$ cat config.mk
export PLATFORM = sky130hd
export DESIGN_NAME = ddc_top
export DESIGN_NICKNAME = d
export VERILOG_FILES = /design/src/core/ddc_tap_sel.v /design/src/core/ddc_top.v
export VERILOG_INCLUDE_DIRS = /design/src /design/src/core
export SDC_FILE = /design/constraint.sdc
export NUM_CORES = 1
export LEC_CHECK = 0
export BUFFER_PORTS_ARGS = -buffer_cell sky130_fd_sc_hd__buf_2
export CAP_MARGIN = 20
export CORE_MARGIN = 2
export CORE_UTILIZATION = 35
export CTS_BUF_LIST = sky130_fd_sc_hd__clkbuf_8
export CTS_CLUSTER_DIAMETER = 200
export DETAILED_ROUTE_END_ITERATION = 8
export GPL_ROUTABILITY_DRIVEN = 0
export PLACE_DENSITY = 0.57
export SYNTH_ARGS = -nofsm -noshare
export SYNTH_HDL_FRONTEND = slang
export SYNTH_SLANG_ARGS = --single-unit
$ cat constraint.sdc
create_clock -name clk -period 30.6 [get_ports clk]
set_clock_uncertainty 0.05 [all_clocks]
set_input_delay 1.53 -clock clk [delete_from_list [all_inputs] [get_ports clk]]
set_output_delay 1.53 -clock clk [all_outputs]
set_load 0.005 [all_outputs]
$ cat src/core/ddc_defines.vh
// Constants for the dual code-controlled tap selector block.
// Included by the top design file by bare name; holds definitions only.
`ifndef DDC_DEFINES_VH
`define DDC_DEFINES_VH

// ----------------------------------------
// Register byte offsets
// ----------------------------------------
`define DDC_OFS_CODE0 4'h0
`define DDC_OFS_CODE1 4'h2
`define DDC_OFS_STAT 4'h4

// ----------------------------------------
// Widths and reset values
// ----------------------------------------
`define DDC_ADDR_W 4
`define DDC_DATA_W 16
`define DDC_CODE_W 8
`define DDC_TAPS 256
`define DDC_CODE_RST 8'h00

// ----------------------------------------
// Status register field positions
// ----------------------------------------
`define DDC_STAT_DRV0 0
`define DDC_STAT_DRV1 1
`define DDC_STAT_UPD0 2
`define DDC_STAT_UPD1 3
`define DDC_STAT_W 4

`endif

$ cat src/core/ddc_tap_sel.v
// One channel's tap selector: registered one-hot tap enables.
// Assumes the code presented is the value the code register takes at this edge.
`timescale 1ns/10ps
`default_nettype none

module ddc_tap_sel #(
    parameter CODE_W = 8,
    parameter TAPS = 256
) (
    // Clock and reset
    input wire clk,
    input wire rst,
    // Control
    input wire [CODE_W-1:0] code_nxt,
    input wire drive,
    // Tap enables
    output reg [TAPS-1:0] tap_r
);

    reg [TAPS-1:0] tap_nxt;
    integer i;

    // ----------------------------------------
    // Decode
    // ----------------------------------------
    always @* begin
        tap_nxt = {TAPS{1'b0}};
        for (i = 0; i < TAPS; i = i + 1) begin
            if (drive && (code_nxt == i[CODE_W-1:0])) begin
                tap_nxt[i] = 1'b1;
            end
        end
    end

    // No tap at all while reset holds
    always @(posedge clk or posedge rst) begin
        if (rst) begin
            tap_r <= {TAPS{1'b0}};
        end else begin
            tap_r <= tap_nxt;
        end
    end

endmodule // ddc_tap_sel

`default_nettype wire

$ cat src/core/ddc_top.v
// Functional notes
// - Two independent channels, each steered by its own 8-bit code register.
// - Code registers accept both byte and word writes and reads.
// - Reset clears each code register to zero and holds it there.
// - Exactly one of 256 taps is connected, index equal to the code.
// - While reset is asserted no tap is connected; outputs float.
// - A code write changes tap selection at once, no start command.
// - Selected tap holds until software writes that channel's code again.
// - After reset release each channel drives tap zero, the lower reference.
// - Output level is lower reference plus code times span over 256.
//
// Top of the dual code-controlled tap selector: register port and two channels.
// Assumes one clock, synchronous inputs and a master that never overlaps strobes.
//
// Strobed register access and the placing of the registers were decided locally.
`timescale 1ns/10ps
`default_nettype none
`include "ddc_defines.vh"

module ddc_top #(
    parameter CODE_W = `DDC_CODE_W,
    parameter TAPS = `DDC_TAPS
) (
    // Clock and reset
    input wire clk,
    input wire rst,
    // Register port
    input wire [`DDC_ADDR_W-1:0] bus_addr,
    input wire [`DDC_DATA_W-1:0] bus_wdata,
    input wire bus_wr,
    input wire bus_rd,
    input wire bus_word,
    output reg [`DDC_DATA_W-1:0] bus_rdata_r,
    // Channel 0
    output reg [CODE_W-1:0] code0_r,
    output wire [TAPS-1:0] tap0_r,
    output reg drive0_r,
    // Channel 1
    output reg [CODE_W-1:0] code1_r,
    output wire [TAPS-1:0] tap1_r,
    output reg drive1_r
);

    // ----------------------------------------
    // Address decode
    // ----------------------------------------
    // Byte access to the odd half of a word hits nothing; word access
    // must be word aligned and only the low byte carries the code.
    wire odd_addr;
    wire hit_code0;
    wire hit_code1;
    wire hit_stat;
    wire wr_code0;
    wire wr_code1;
    wire rd_stat;

    assign odd_addr = bus_addr[0];
    assign hit_code0 = (bus_addr == `DDC_OFS_CODE0);
    assign hit_code1 = (bus_addr == `DDC_OFS_CODE1);
    assign hit_stat = (bus_addr == `DDC_OFS_STAT);
    assign wr_code0 = bus_wr && hit_code0 && !odd_addr;
    assign wr_code1 = bus_wr && hit_code1 && !odd_addr;
    assign rd_stat = bus_rd && hit_stat;

    // ----------------------------------------
    // Code registers
    // ----------------------------------------
    reg [CODE_W-1:0] code0_nxt;
    reg [CODE_W-1:0] code1_nxt;

    // Byte and word writes both land the low byte in the register
    always @* begin
        code0_nxt = code0_r;
        if (wr_code0) begin
            code0_nxt = bus_wdata[CODE_W-1:0];
        end
    end

    always @* begin
        code1_nxt = code1_r;
        if (wr_code1) begin
            code1_nxt = bus_wdata[CODE_W-1:0];
        end
    end

    always @(posedge clk or posedge rst) begin
        if (rst) begin
            code0_r <= `DDC_CODE_RST;
            code1_r <= `DDC_CODE_RST;
        end else begin
            code0_r <= code0_nxt;
            code1_r <= code1_nxt;
        end
    end

    // ----------------------------------------
    // Drive enables
    // ----------------------------------------
    // Low during reset so the pins float; high from the first edge after
    // release, where the code is still zero and the lower reference shows.
    always @(posedge clk or posedge rst) begin
        if (rst) begin
            drive0_r <= 1'b0;
            drive1_r <= 1'b0;
        end else begin
            drive0_r <= 1'b1;
            drive1_r <= 1'b1;
        end
    end

    // ----------------------------------------
    // Tap selectors
    // ----------------------------------------
    // Fed from the next code value so the tap moves on the same edge
    // as the register: no extra cycle of lag and no load command.
    // The string itself sets the level: lower ref plus code times span/256.
    ddc_tap_sel #(
        .CODE_W(CODE_W),
        .TAPS(TAPS)
    ) u_tap0 (
        .clk(clk),
        .rst(rst),
        .code_nxt(code0_nxt),
        .drive(1'b1),
        .tap_r(tap0_r)
    );

    ddc_tap_sel #(
        .CODE_W(CODE_W),
        .TAPS(TAPS)
    ) u_tap1 (
        .clk(clk),
        .rst(rst),
        .code_nxt(code1_nxt),
        .drive(1'b1),
        .tap_r(tap1_r)
    );

    // ----------------------------------------
    // Update flags
    // ----------------------------------------
    // Sticky per channel, cleared by a status read; a write in the
    // same cycle as the read keeps its flag so no update is missed.
    reg upd0_r;
    reg upd1_r;

    always @(posedge clk or posedge rst) begin
        if (rst) begin
            upd0_r <= 1'b0;
            upd1_r <= 1'b0;
        end else begin
            upd0_r <= wr_code0 | (upd0_r & ~rd_stat);
            upd1_r <= wr_code1 | (upd1_r & ~rd_stat);
        end
    end

    // ----------------------------------------
    // Read path
    // ----------------------------------------
    reg [`DDC_DATA_W-1:0] rdata_nxt;
    reg [`DDC_STAT_W-1:0] stat_val;

    always @* begin
        stat_val = {`DDC_STAT_W{1'b0}};
        stat_val[`DDC_STAT_DRV0] = drive0_r;
        stat_val[`DDC_STAT_DRV1] = drive1_r;
        stat_val[`DDC_STAT_UPD0] = upd0_r;
        stat_val[`DDC_STAT_UPD1] = upd1_r;
    end

    // Unmapped or odd-byte reads answer zero; upper bits always zero
    always @* begin
        rdata_nxt = {`DDC_DATA_W{1'b0}};
        if (bus_rd && !odd_addr) begin
            if (hit_code0) begin
                rdata_nxt[CODE_W-1:0] = code0_r;
            end else if (hit_code1) begin
                rdata_nxt[CODE_W-1:0] = code1_r;
            end else if (hit_stat) begin
                rdata_nxt[`DDC_STAT_W-1:0] = stat_val;
            end
        end
    end

    // Data stand only in the cycle after the strobe
    always @(posedge clk or posedge rst) begin
        if (rst) begin
            bus_rdata_r <= {`DDC_DATA_W{1'b0}};
        end else begin
            bus_rdata_r <= rdata_nxt;
        end
    end

endmodule // ddc_top

`default_nettype wire

==> flow_summary.ini <==
[power_and_ir_drop]
power_density_nw_per_um2 = 61.98
switching_share = 0.3054
clock_power_share = 0.414
p_leak_uw = 0.01343
vdd_drop_max_mv = 0.03883
p_sw_uw = 517.1
comb_power_share = 0.141
internal_power_uw = 1176
p_seq_frac = 0.445

[critical_path]
reg2reg_slack_ns = 27.58
crit_type = in2reg
path_cells = buf_2 > nor2_4 > buf_4 > nand4_1 > a22oi_1
r2r-start = code1_r[4]
cp-end-kind = register
reg2reg_depth = 3
rr_endpoint = u_tap1.tap_r[210]
cp_data_arrival_time_ns = 4.63
slowest_stage = nand4_1
worst-path-max-fanout = 59
startpoint_type = primary input
max_stage_delay_ns = 1.03
required_ns = 31.11

[global_route]
grt_pass1_vias = 18690
gr-total-overflow = 0
grt_max_degree = 156
gr-usage-all-layers = 0.2806
grt_pass1_wl_mm = 132.4
antenna_found_initial = 7

[clocking]
clk_path_buf_depth = 3
cts_tree = done
ctsRootBufferMaster = clkbuf_8
cts_sinks = 539
cts.repair.resized = 0
numCtsBuffers = 89
cts_setup_buffers = 0
cts_hold_buffers = 0
clock_latency_ns = 0.70
cts_max_level = 3
path_clk_slew_ns = 0.06

[sta]
rsz0062_at_grt = no
clock.fmax_mhz = 243.0
fin_crit_sh = 0.1345
tns_ns = 0
whs_ns = 0.4594
slew_violations = 0
worst-slew-pin-transition_ns = 1.156
min_period_ns = 4.115
slew_headroom = 0.2288
setup_viol = 0
hold_viol_final = 0

[logic_synthesis]
async_reset_ff_frac = 1.000
ys_ff_latch = 539
netlist_area_sq_um = 21860
synth_seq_area_share = 0.6170
synth.distinct_cells = 42
synth_edf_count = 0
synth_ff_type = dfrtp_1
synth_area_per_cell_sq_um = 13.26
yosys_warnings = 0
syn_inst = 1649

[final_layout]
layout_common_cells = buf_2, dfrtp_1, a22oi_1
nets = 2197
fin_cells = 3084
final_common_cell = buf_2
drive_above_1_share = 0.4008
area_growth_pct = 24.94

[place]
numPortBuffers = 553
dp_cells = 2914
place.detailed.hpwl_mm = 62.40

[floorplanning]
core_sq_um = 61710
dieArea_sq_um = 64480
die_height_um = 253.9
rows = 91
start_util = 0.3542
die_w_um = 253.9
io_pins = 571

[min_path]
hold_path.class = reg2reg
whs_path_depth = 1
whs_endpoint = upd0_r
min-delay-start = upd0_r

[drt]
num_vias = 18960
via_per_inst = 6.149
firstDrtPassIters = 9
drtIter0Drc = 2459
ant_nets = 0
wl_per_cell_um = 30.09
drc_errors = 26
drt_wl_total_mm = 92.79

[run_status]
outcome = finished, violations left
violations = DRC

[job]
cap_viol_max_count = 0
## cell usage after synthesis (6+ instances only)
master | n | area share
o211ai_1 | 39 | 0.013
o2111ai_2 | 8 | 0.0055
o211ai_2 | 71 | 0.041
o211ai_4 | 8 | 0.0078
o2111ai_1 | 8 | 0.0032
a222oi_1 | 59 | 0.027
dfrtp_1 | 539 | 0.62
nand4_2 | 9 | 0.0052
o21ai_2 | 7 | 0.0028
nor2_1 | 14 | 0.0024
nor4_1 | 6 | 0.0017
nand4_1 | 109 | 0.031
buf_4 | 29 | 0.010
clkbuf_1 | 63 | 0.011
mux2_2 | 16 | 0.0082
buf_1 | 7 | 0.0012
and2_1 | 10 | 0.0029
a22oi_1 | 459 | 0.16
nand3_1 | 32 | 0.0073
buf_2 | 72 | 0.016
buf_6 | 9 | 0.0046
nor2b_1 | 27 | 0.0077
## per-stage QoR
stage | setup slack (ns) | utilization | area, sq um | total power (uW)
floorplan | 13.95 | - | 21890 | 895.7
global placement | 25.95 | 0.4086 | 25210 | 994.1
detailed placement | 25.82 | 0.4087 | 25220 | 998.8
CTS | 26.58 | 0.4414 | 27240 | 1698
global route | 26.35 | 0.4426 | 27310 | 1749
finish | 26.49 | 0.4426 | 27310 | 1693
## logic make-up after synthesis
family	after synthesis	synth area share
AND/OR/NAND/NOR	234	0.06777
AO/OA/AOI/OAI	675	0.2630
other	2	0.0003435
multiplexers	16	0.008242
flip-flops	539	0.6170
buffers and inverters	183	0.04361
## per-layer routing
layer	global-route usage	wire [um]	vias to the layer above	share of wire
met4	0.1097	3172	4	0.034
met2	0.4220	42820	1238	0.46
met3	0.06228	8675	178	0.093
met1	0.3945	38090	9833	0.41
li1	-	-	7709	-
met5	0	26	-	0.00028
## cell type report
cell class | count | area [sq um]
inverters | 3 | 18.77
repair buffers | 605 | 3203
flip-flops and latches | 539 | 13490
fillers | 5776 | 34400
clock inverters | 40 | 339.1
multi-input cells | 934 | 7527
diodes | 4 | 10.01
well taps | 837 | 1047
clock buffers | 122 | 1679
## state kept, by name (all words and copies together) (netlist names)
name          flops
u_tap0.tap_r    256
bus_rdata_r       8
code1_r           8
upd0_r            1
upd1_r            1
drive1_r          1
code0_r           8
u_tap1.tap_r    256
## how the worst max path moves through the flow
stage                      from                end  cells after the start
floorplan                   rst     bus_rdata_r[0]                      1
global placement    bus_addr[0]   u_tap0.tap_r[20]                      5
detailed placement  bus_addr[0]  u_tap0.tap_r[114]                      5
CTS                 bus_addr[0]  u_tap0.tap_r[114]                      5
global route        bus_addr[0]   u_tap0.tap_r[20]                      5
finish              bus_addr[0]  u_tap0.tap_r[179]                      5
## power by group through the flow
stage	Sequential (uW)	Clock, uW	Combinational (uW)
after floorplan	755	0	141
after global placement	766	0	228
after global routing	755	742	252
final	754	700	239
after detailed placement	766	0	233
after CTS	754	711	233
## critical path: cells and delay by family
family / cells / cell delay, ns
buf+inv: 2 / 0.88
simple gates: 2 / 1.54
compound gates: 1 / 0.63
Note: power is estimated with default switching activity, not from simulation.
